### src/design/rct_pkg.sv
// Purpose: shared constants for the reset cause tracking block
// Assumes: one 8-bit control register plus interrupt status and mask
// Notes: register offsets are word indices on the plain register port
package rct_pkg;
    // ****************************************
    // register map
    // ****************************************
    localparam logic [3:0] ADDR_CTRL = 4'h0;
    localparam logic [3:0] ADDR_IRQ_STATUS = 4'h1;
    localparam logic [3:0] ADDR_IRQ_MASK = 4'h2;
    localparam logic [3:0] ADDR_CAUSE = 4'h3;
    // ****************************************
    // field positions of the control register
    // ****************************************
    localparam int BIT_BROWNOUT = 0;
    localparam int BIT_POWERON = 1;
    localparam int BIT_POWERDOWN = 2;
    localparam int BIT_WDT_TIMEOUT = 3;
    localparam int BIT_RESET_INSTR = 4;
    localparam int BIT_SOFT_BOR = 6;
    localparam int BIT_PRIO_EN = 7;
    localparam int NUM_CAUSES = 8;
    // ****************************************
    // reset values and encodings
    // ****************************************
    localparam logic [1:0] BOR_MODE_OFF = 2'h0;
    localparam logic [1:0] BOR_MODE_SOFT = 2'h1;
    localparam logic [1:0] BOR_MODE_NOSLEEP = 2'h2;
    localparam logic [1:0] BOR_MODE_ON = 2'h3;
    localparam logic RST_PRIO_EN = 1'h0;
    localparam logic RST_RESET_INSTR = 1'h1;
    localparam logic RST_WDT_TIMEOUT = 1'h1;
    localparam logic RST_POWERDOWN = 1'h1;
    localparam logic RST_POWERON = 1'h0;
    localparam logic RST_BROWNOUT = 1'h0;
    localparam logic [7:0] RST_IRQ_MASK = 8'h00;
    // cause index: bit position in the cause status register
    typedef enum logic [2:0] {
        CAUSE_POWERON,
        CAUSE_PIN_NORMAL,
        CAUSE_PIN_PWRMGD,
        CAUSE_WATCHDOG,
        CAUSE_BROWNOUT,
        CAUSE_INSTR,
        CAUSE_STACK_FULL,
        CAUSE_STACK_UNDER
    } rct_cause_e;
endpackage

### src/design/rct_sticky.sv
// Purpose: bank of sticky event bits, set by hardware, cleared by writing 1
// Assumes: set and clear in the same cycle keep the bit set
// Notes: read data registered; one generate loop over the bits
`timescale 1ns/1ns
`default_nettype none
module rct_sticky (
    input wire logic clk_sys,
    input wire logic rstn,
    input wire logic [7:0] set_evt,
    input wire logic clr_wr,
    input wire logic [7:0] clr_data,
    output logic [7:0] bits_q
);
    // ****************************************
    // per-bit sticky storage
    // ****************************************
    genvar gi;
    generate
        for (gi = 0; gi < 8; gi++) begin : g_bit
            // set wins over a simultaneous clear
            always_ff @(posedge clk_sys or negedge rstn) begin
                if (!rstn) begin
                    bits_q[gi] <= 1'h0;
                end else if (set_evt[gi]) begin
                    bits_q[gi] <= 1'h1;
                end else if (clr_wr && clr_data[gi]) begin
                    bits_q[gi] <= 1'h0;
                end
            end
        end
    endgenerate
endmodule // rct_sticky
`default_nettype wire

### src/design/rct_reset_track.sv
// Purpose: reset-cause flags and reset control register
// Assumes: event inputs are one-cycle pulses from the reset sources;
//          the flags survive resets other than the power-on one
// Notes: rstn is the power-on reset; the other resets arrive as events
`timescale 1ns/1ns
`default_nettype none
module rct_reset_track (
    input wire logic clk_sys,
    input wire logic rstn,
    input wire logic [1:0] brownout_mode_cfg,
    input wire logic sleep_mode,
    input wire logic evt_pin_reset,
    input wire logic evt_watchdog_reset,
    input wire logic evt_watchdog_timeout,
    input wire logic evt_brownout_reset,
    input wire logic evt_reset_instr,
    input wire logic evt_stack_full,
    input wire logic evt_stack_under,
    input wire logic evt_watchdog_clear_instr,
    input wire logic evt_sleep_instr,
    input wire logic [3:0] reg_addr,
    input wire logic [7:0] reg_wdata,
    input wire logic reg_wr,
    input wire logic reg_rd,
    output logic [7:0] reg_rdata,
    output logic priority_levels_enable,
    output logic brownout_detect_en,
    output logic irq
);
    // ****************************************
    // state
    // ****************************************
    logic prio_en_r;
    logic soft_bor_r;
    logic reset_instr_flag_r;
    logic watchdog_timeout_flag_r;
    logic powerdown_flag_r;
    logic poweron_flag_r;
    logic brownout_flag_r;
    logic [7:0] irq_mask_r;
    logic [7:0] irq_status;
    logic [7:0] cause_evt;
    logic [7:0] ctrl_view;
    logic [7:0] rdata_nxt;
    logic soft_mode;
    logic bor_active;
    logic first_cycle_r;
    logic wr_ctrl;
    logic wr_stat;

    assign soft_mode = (brownout_mode_cfg == rct_pkg::BOR_MODE_SOFT);
    assign wr_ctrl = reg_wr && (reg_addr == rct_pkg::ADDR_CTRL);
    assign wr_stat = reg_wr && (reg_addr == rct_pkg::ADDR_IRQ_STATUS);
    // detection is on per mode; mode 10 drops it while asleep
    // soft enable gating
    always_comb begin
        case (brownout_mode_cfg)
            rct_pkg::BOR_MODE_OFF: bor_active = 1'h0;
            rct_pkg::BOR_MODE_SOFT: bor_active = soft_bor_r;
            rct_pkg::BOR_MODE_NOSLEEP: bor_active = !sleep_mode;
            default: bor_active = 1'h1;
        endcase
    end

    // ****************************************
    // cause events
    // ****************************************
    // eight causes decoded; power-on shows once after release
    always_comb begin
        cause_evt = 8'h00;
        cause_evt[rct_pkg::CAUSE_POWERON] = first_cycle_r;
        cause_evt[rct_pkg::CAUSE_PIN_NORMAL] = evt_pin_reset && !sleep_mode;
        cause_evt[rct_pkg::CAUSE_PIN_PWRMGD] = evt_pin_reset && sleep_mode;
        cause_evt[rct_pkg::CAUSE_WATCHDOG] = evt_watchdog_reset;
        cause_evt[rct_pkg::CAUSE_BROWNOUT] = evt_brownout_reset
                                             && bor_active;
        cause_evt[rct_pkg::CAUSE_INSTR] = evt_reset_instr;
        cause_evt[rct_pkg::CAUSE_STACK_FULL] = evt_stack_full;
        cause_evt[rct_pkg::CAUSE_STACK_UNDER] = evt_stack_under;
    end

    // marks the first cycle after power-on reset release
    always_ff @(posedge clk_sys or negedge rstn) begin
        if (!rstn) begin
            first_cycle_r <= 1'h1;
        end else begin
            first_cycle_r <= 1'h0;
        end
    end

    // sticky interrupt status, write one to clear
    rct_sticky u_status (
        .clk_sys(clk_sys),
        .rstn(rstn),
        .set_evt(cause_evt),
        .clr_wr(wr_stat),
        .clr_data(reg_wdata),
        .bits_q(irq_status)
    );

    // ****************************************
    // control bits
    // ****************************************
    // priority enable
    always_ff @(posedge clk_sys or negedge rstn) begin
        if (!rstn) begin
            prio_en_r <= rct_pkg::RST_PRIO_EN;
        end else if (wr_ctrl) begin
            prio_en_r <= reg_wdata[rct_pkg::BIT_PRIO_EN];
        end
    end

    // reset value follows mode; strap caught after release, not in reset
    always_ff @(posedge clk_sys or negedge rstn) begin
        if (!rstn) begin
            soft_bor_r <= 1'h0;
        end else if (first_cycle_r) begin
            soft_bor_r <= soft_mode;
        end else if (wr_ctrl && soft_mode) begin
            soft_bor_r <= reg_wdata[rct_pkg::BIT_SOFT_BOR];
        end
    end

    // ****************************************
    // reset-event flags
    // ****************************************
    // reset instruction clears, software sets; event beats write
    always_ff @(posedge clk_sys or negedge rstn) begin
        if (!rstn) begin
            reset_instr_flag_r <= rct_pkg::RST_RESET_INSTR;
        end else if (evt_reset_instr) begin
            reset_instr_flag_r <= 1'h0;
        end else if (wr_ctrl) begin
            reset_instr_flag_r <= reg_wdata[rct_pkg::BIT_RESET_INSTR];
        end
    end

    // timeout clears; clear or sleep instr sets; read-only
    always_ff @(posedge clk_sys or negedge rstn) begin
        if (!rstn) begin
            watchdog_timeout_flag_r <= rct_pkg::RST_WDT_TIMEOUT;
        end else if (evt_watchdog_timeout || evt_watchdog_reset) begin
            watchdog_timeout_flag_r <= 1'h0;
        end else if (evt_watchdog_clear_instr || evt_sleep_instr) begin
            watchdog_timeout_flag_r <= 1'h1;
        end
    end

    // sleep clears, watchdog clear sets; read-only
    always_ff @(posedge clk_sys or negedge rstn) begin
        if (!rstn) begin
            powerdown_flag_r <= rct_pkg::RST_POWERDOWN;
        end else if (evt_sleep_instr) begin
            powerdown_flag_r <= 1'h0;
        end else if (evt_watchdog_clear_instr) begin
            powerdown_flag_r <= 1'h1;
        end
    end

    // cleared by power-on reset or by a software write, set only by software
    always_ff @(posedge clk_sys or negedge rstn) begin
        if (!rstn) begin
            poweron_flag_r <= rct_pkg::RST_POWERON;
        end else if (wr_ctrl) begin
            poweron_flag_r <= reg_wdata[rct_pkg::BIT_POWERON];
        end
    end

    // brown-out clears flag only while detection is active
    // flag pair lets software tell brown-out from power-on
    always_ff @(posedge clk_sys or negedge rstn) begin
        if (!rstn) begin
            brownout_flag_r <= rct_pkg::RST_BROWNOUT;
        end else if (evt_brownout_reset && bor_active) begin
            brownout_flag_r <= 1'h0;
        end else if (wr_ctrl) begin
            brownout_flag_r <= reg_wdata[rct_pkg::BIT_BROWNOUT];
        end
    end

    // ****************************************
    // register read path
    // ****************************************
    // low five bits are flags; bit 6 zero outside mode 01
    // all flags read in one word
    always_comb begin
        ctrl_view = 8'h00;
        ctrl_view[rct_pkg::BIT_PRIO_EN] = prio_en_r;
        ctrl_view[rct_pkg::BIT_SOFT_BOR] = soft_bor_r && soft_mode;
        ctrl_view[rct_pkg::BIT_RESET_INSTR] = reset_instr_flag_r;
        ctrl_view[rct_pkg::BIT_WDT_TIMEOUT] = watchdog_timeout_flag_r;
        ctrl_view[rct_pkg::BIT_POWERDOWN] = powerdown_flag_r;
        ctrl_view[rct_pkg::BIT_POWERON] = poweron_flag_r;
        ctrl_view[rct_pkg::BIT_BROWNOUT] = brownout_flag_r;
    end

    // unmapped addresses read zero
    always_comb begin
        if (reg_addr == rct_pkg::ADDR_CTRL) begin
            rdata_nxt = ctrl_view;
        end else if (reg_addr == rct_pkg::ADDR_IRQ_STATUS) begin
            rdata_nxt = irq_status;
        end else if (reg_addr == rct_pkg::ADDR_IRQ_MASK) begin
            rdata_nxt = irq_mask_r;
        end else if (reg_addr == rct_pkg::ADDR_CAUSE) begin
            rdata_nxt = irq_status;
        end else begin
            rdata_nxt = 8'h00;
        end
    end

    // read data valid only the cycle after the strobe
    always_ff @(posedge clk_sys or negedge rstn) begin
        if (!rstn) begin
            reg_rdata <= 8'h00;
        end else if (reg_rd) begin
            reg_rdata <= rdata_nxt;
        end else begin
            reg_rdata <= 8'h00;
        end
    end

    // interrupt mask
    always_ff @(posedge clk_sys or negedge rstn) begin
        if (!rstn) begin
            irq_mask_r <= rct_pkg::RST_IRQ_MASK;
        end else if (reg_wr && (reg_addr == rct_pkg::ADDR_IRQ_MASK)) begin
            irq_mask_r <= reg_wdata;
        end
    end

    // registered outputs; irq lags status by one cycle
    always_ff @(posedge clk_sys or negedge rstn) begin
        if (!rstn) begin
            irq <= 1'h0;
            priority_levels_enable <= 1'h0;
            brownout_detect_en <= 1'h0;
        end else begin
            irq <= |(irq_status & irq_mask_r);
            priority_levels_enable <= prio_en_r;
            brownout_detect_en <= bor_active;
        end
    end
endmodule // rct_reset_track
`default_nettype wire

### config.mk
export PLATFORM = sky130hd
export DESIGN_NAME = rct_reset_track
export DESIGN_NICKNAME = d
export VERILOG_FILES = /design/src/design/rct_pkg.sv /design/src/design/rct_sticky.sv /design/src/design/rct_reset_track.sv
export SDC_FILE = /design/constraint.sdc
export NUM_CORES = 1
export LEC_CHECK = 0
export BUFFER_PORTS_ARGS = -buffer_cell sky130_fd_sc_hd__buf_4
export CORE_AREA = 3 3 62 64
export DETAILED_ROUTE_END_ITERATION = 12
export DIE_AREA = 0 0 65 67
export PLACE_DENSITY = 0.72
export SKIP_CTS_REPAIR_TIMING = 1
export SLEW_MARGIN = 10
export SYNTH_ARGS = -nofsm -noshare
export SYNTH_HDL_FRONTEND = slang
export SYNTH_HIERARCHICAL = 1
export SYNTH_SLANG_ARGS = --single-unit
### constraint.sdc
create_clock -name clk_sys -period 1.5 [get_ports clk_sys]
set_input_delay 0.225 -clock clk_sys [delete_from_list [all_inputs] [get_ports clk_sys]]
set_output_delay 0.225 -clock clk_sys [all_outputs]
set_load 0.05 [all_outputs]
# After elaboration in Yosys (flattened, before gate mapping)
# Cells that the tools add are included.
# classes
n_eq_ne,5
n_mux,32
n_bitwise,1
n_reduce_logical,35
# ops
op,count
$mux 8,5
$mux 1,26
$reduce_bool 2->1,13
$logic_and 1x1->1,16
$and 8x8->8,1
$eq 4x2->1 const B,2
$reduce_or 8->1,1
$eq 4x1->1 const B,1
$logic_not 4->1,1
$pmux 1 s3,1
$eq 2x1->1 const B,1
$eq 2x2->1 const B,1
$logic_not 2->1,1
$logic_or 1x1->1,2
$logic_not 1->1,1
# totals
regBits,35
output_inout_bits,11

# Logic depth before layout (Yosys ltp)
# logic_depth
ltp_word,6
depth_mapped,6
mapped_depth_nobuf,4

# Modules after synthesis
# The synthesis kept the hierarchy.
# by_module_without_submodules
mod,instances,cells_each,area_per_inst_um2,seq_area_each_um2
rct_reset_track,1,107,1194.9,680.7
rct_sticky,1,25,297.8,200.2

# Worst setup path before layout
# Ideal clock, no wire load.
# synth_timing
kind,register -> register
start,register first_cycle_r
end,register soft_bor_r
setup_time_ns,0.124
t_arrival_ns,1.237
t_required_ns,1.376
path_slack_ns,0.139
stages_incl_launch_ff,4
period_less_slack_ns,1.361
cell_sequence,dfstp_2 or4b_2 o32ai_2 nor2_1
# synth_between
elab_chain_cells,1
word_cells_on_any_way,2
cone_classes,mux: 1; reduce/logical: 1
# synth_lines
element,line,rtl
"start, declared",rct_reset_track.sv:47,logic first_cycle_r;
"start signal, assigned",rct_reset_track.sv:85,first_cycle_r <= 1'h1;
"start signal, assigned",rct_reset_track.sv:87,first_cycle_r <= 1'h0;
$mux 1 or $reduce_bool 2->1 (tied branches),n/a,
"end signal, assigned",rct_reset_track.sv:118,soft_bor_r <= soft_mode;
"end signal, assigned",rct_reset_track.sv:120,soft_bor_r <= reg_wdata[rct_pkg::BIT_SOFT_BOR];
"end, declared",rct_reset_track.sv:34,logic soft_bor_r;
# Several ways; a longest one is shown, not always the timed one.
# A chain may end at the register's enable or synchronous reset.

# Final worst setup path
# Ends and elaborated chain as after synthesis.

==> results summary <==
The width of the die came out at ~65 um. For this configuration, the core starts out at a cell density of between 40% and 50%. Setup violations remaining at the end of the flow were counted as 0. The number of warning messages in the yosys log is 6. The final estimated routing congestion in global placement came out at ~0.9. The first detailed-routing pass ran for 4 iterations.

The per-instance average area after synthesis came out at 11.3 um^2. The count of nets left with antenna violations once routing finished came out at 0. The count of input and output buffers is 38. The area of the mapped netlist came out at roughly 1500 um^2. The global-route track usage on met3 came out at under 10%. The total track usage came out at between 10% and 20%.

The repair_antennas step left the layout with diodes totalling 0. The critical path start-end classification is flop to flop. The kind of end point of the critical path is a flop. The post-synthesis net count is 160. Data on the critical path arrives at its endpoint at between 1.5 and 2 ns.

The count of pins on the block boundary came out at 39. The commonest cells after synthesis are 31 x sky130_fd_sc_hd__dfrtp_1, 18 x sky130_fd_sc_hd__nor2_1, 10 x sky130_fd_sc_hd__mux2_2, 10 x sky130_fd_sc_hd__nand2_1. The number of vias in the routed layout came out at 1207. The count of unresolved DRC violations after routing came out at 0.

The area of the die came out at between 4000 and 5000 um^2. Summed over all instances, the cell type with the most area after synthesis is sky130_fd_sc_hd__dfrtp_1. TritonCTS built the clock tree. Between clock sinks in the finished design, the worst skew comes to a little over 0.007 ns. The total power after layout came out at about 2.2 mW. Cells fill around 60% of the core in the end.

After clock tree synthesis, the clock-pin slew on the worst setup and hold paths is 0.10 ns. The largest net degree at the start of global routing is 36. After routing, the total negative slack on setup checks comes to 0 ns. The number of H-tree levels is 2. The first global-routing pass estimated about 5700 um of wire.

The total CTS buffers came out at 5. The register bit count reported by yosys came out at 35. VDD sags by at most slightly below 0.6 mV. The synthesized instance count is 132.

For this run, the leading register cell type out of synthesis is sky130_fd_sc_hd__dfrtp_1. Setup repair after global routing left no endpoint under its margin. The maximum count of clock buffers along a single path came out at 2. After global routing, the most crowded layer is met2. Of the post-synthesis cell area, the dominant cell type holds between 50% and 60%.

The total power per unit cell area is 1090 nW/um^2. In the post-synthesis netlist, the biggest area contributors are sky130_fd_sc_hd__dfrtp_1 52%, sky130_fd_sc_hd__mux2_2 7.5%, sky130_fd_sc_hd__dfstp_2 7.0%. The die outline height came out at around 67 um. Row generation in the floorplan step produced 21 rows. After detailed routing, the average wire length per cell comes to around 15 um. Summed over all cells, the static leakage comes to between 0.9 and 1 nW. The initial antenna violation count is 0. The routing usage on met1 is roughly 22%. sky130_fd_sc_hd__dfrtp_1 is the most common cell in the netlist. The share of async-settable or async-resettable flops after synthesis came out at 100%. The number of flops mapped to enable cells by yosys is 0.

The worst path needs around 1.4 ns of the cycle, external delays included. The root buffer cell chosen for the clock tree is sky130_fd_sc_hd__clkbuf_4. The starting DRC count in detailed routing came out at 54. The maximum achievable frequency came out at about 700 MHz. The number of failing hold endpoints at the final stage was 0. The clock drives 35 sinks.

The post-synthesis cell type count is 29. The number of global-route vias before repair was roughly 1200. The required time reported for the critical path endpoint is between 1.5 and 2 ns. The flow ran to the end, and the final reports show no timing, DRC or antenna violations. Across the run, the number of max-cap violations was 0. The final layout net count is approximately 210. The maximum fanout encountered on the critical timing path is 4. The number of pins with negative max-slew slack in the final report came out at 0. The HPWL after detailed placement is roughly 2600 um. After detailed routing, the number of vias per cell comes to a little over 5. The class of the worst hold path is input port to flop. The core area came out at 3340 um^2. The insertion delay to the later sink of the worst-skew pair is around 0.34 ns. The post-detailed-routing wire length is 3470 um. The overflow left after global routing is 0. The met2 usage is between 20 and 30%. The share of the yosys chip area belonging to registers came out at between 50% and 60%. The area growth from synthesis to layout is 34.0%. Of the cells placed in the final design, the portion with a size suffix greater than 1 is 37.4%. STA classifies the critical path startpoint as a flop. In the finished design, the share of the clock period the worst path needs comes to a little over nine tenths.
-- per-layer routing --
layer / up-vias / wire, um / part of all wire (%)
met1: 574 / 1440 / 42
met2: 53 / 1720 / 50
met5: - / 0 / 0
li1: 571 / - / -
met3: 9 / 226 / 6.5
met4: 0 / 74 / 2.1
-- sequential cells by signal, summed over array words and instances (netlist names) --
signal                   flops
irq_mask_r                   8
reg_rdata                    8
u_status/bits_q              8
brownout_detect_en           1
brownout_flag_r              1
first_cycle_r                1
irq                          1
powerdown_flag_r             1
poweron_flag_r               1
prio_en_r                    1
priority_levels_enable       1
reset_instr_flag_r           1
soft_bor_r                   1
watchdog_timeout_flag_r      1
-- worst paths after layout --
| check | startpoint | end | slack [ns] | cells after the start |
|---|---|---|---|---|
| max | first_cycle_r | soft_bor_r | 0.08 | 3 |
| min | evt_stack_under | u_status/bits_q[7] | 0.05 | 2 |
| max reg2reg | first_cycle_r | soft_bor_r | 0.08 | 3 |
| min reg2reg | prio_en_r | priority_levels_enable | 0.43 | 0 |
| max in group asynchronous | rstn | first_cycle_r | 0.81 | 2 |
| min in group asynchronous | rstn | prio_en_r | 0.34 | 2 |
-- power by group --
group          leakage, nW  switching [mW]  internal (mW)
registers            0.405          0.0654           1.04
clock network       0.0482           0.310          0.394
logic                0.490           0.189          0.174
total                0.944           0.564           1.61
-- logic make-up (layout without fill, tap and decap cells) --
family	after synthesis	in the layout	share of synthesized area, %
compound gates	28	28	14.1
buf+inv	11	66	3.60
flops	35	35	59.0
mux	10	10	7.54
other cells	1	1	0.251
simple gates	47	47	15.5
-- cell type report --
type                    instances  area (um^2)
fillers                       304         1340
flip-flops and latches         35          881
multi-input cells              86          558
repair buffers                 50          388
well taps                      46         57.6
clock buffers                   6         51.3
clock inverters                 2         35.0
inverters                       8         30.0
-- critical path, cell delays in order, from the launching register on --
cell	delay (ns)
sky130_fd_sc_hd__dfstp_2	0.40
sky130_fd_sc_hd__or4b_2	0.65
sky130_fd_sc_hd__o32ai_2	0.21
sky130_fd_sc_hd__nor2_1	0.06
-- through the flow --
stage | hold WS (ns) | instance area, um^2 | setup WS [ns] | cells
floorplan | -0.0706 | 1490 | 0.139 | 132
global placement | 0.193 | 1860 | 0.0196 | 220
detailed placement | 0.197 | 1860 | -0.0126 | 220
CTS | -0.190 | 1950 | 0.0717 | 228
global route | 0.0288 | 2000 | 0.0272 | 233
finish | 0.0511 | 2000 | 0.0773 | 233
-- layout by cell type, fill, tap and decap left out, types with 6 or more instances in the layout --
cell,count
sky130_fd_sc_hd__buf_4,45
sky130_fd_sc_hd__dfrtp_1,31
sky130_fd_sc_hd__nor2_1,18
sky130_fd_sc_hd__nand2_1,10
sky130_fd_sc_hd__mux2_2,10
sky130_fd_sc_hd__inv_1,8
sky130_fd_sc_hd__a21o_1,8
sky130_fd_sc_hd__a2111oi_0,6
Power figures use the tool's default switching activity.
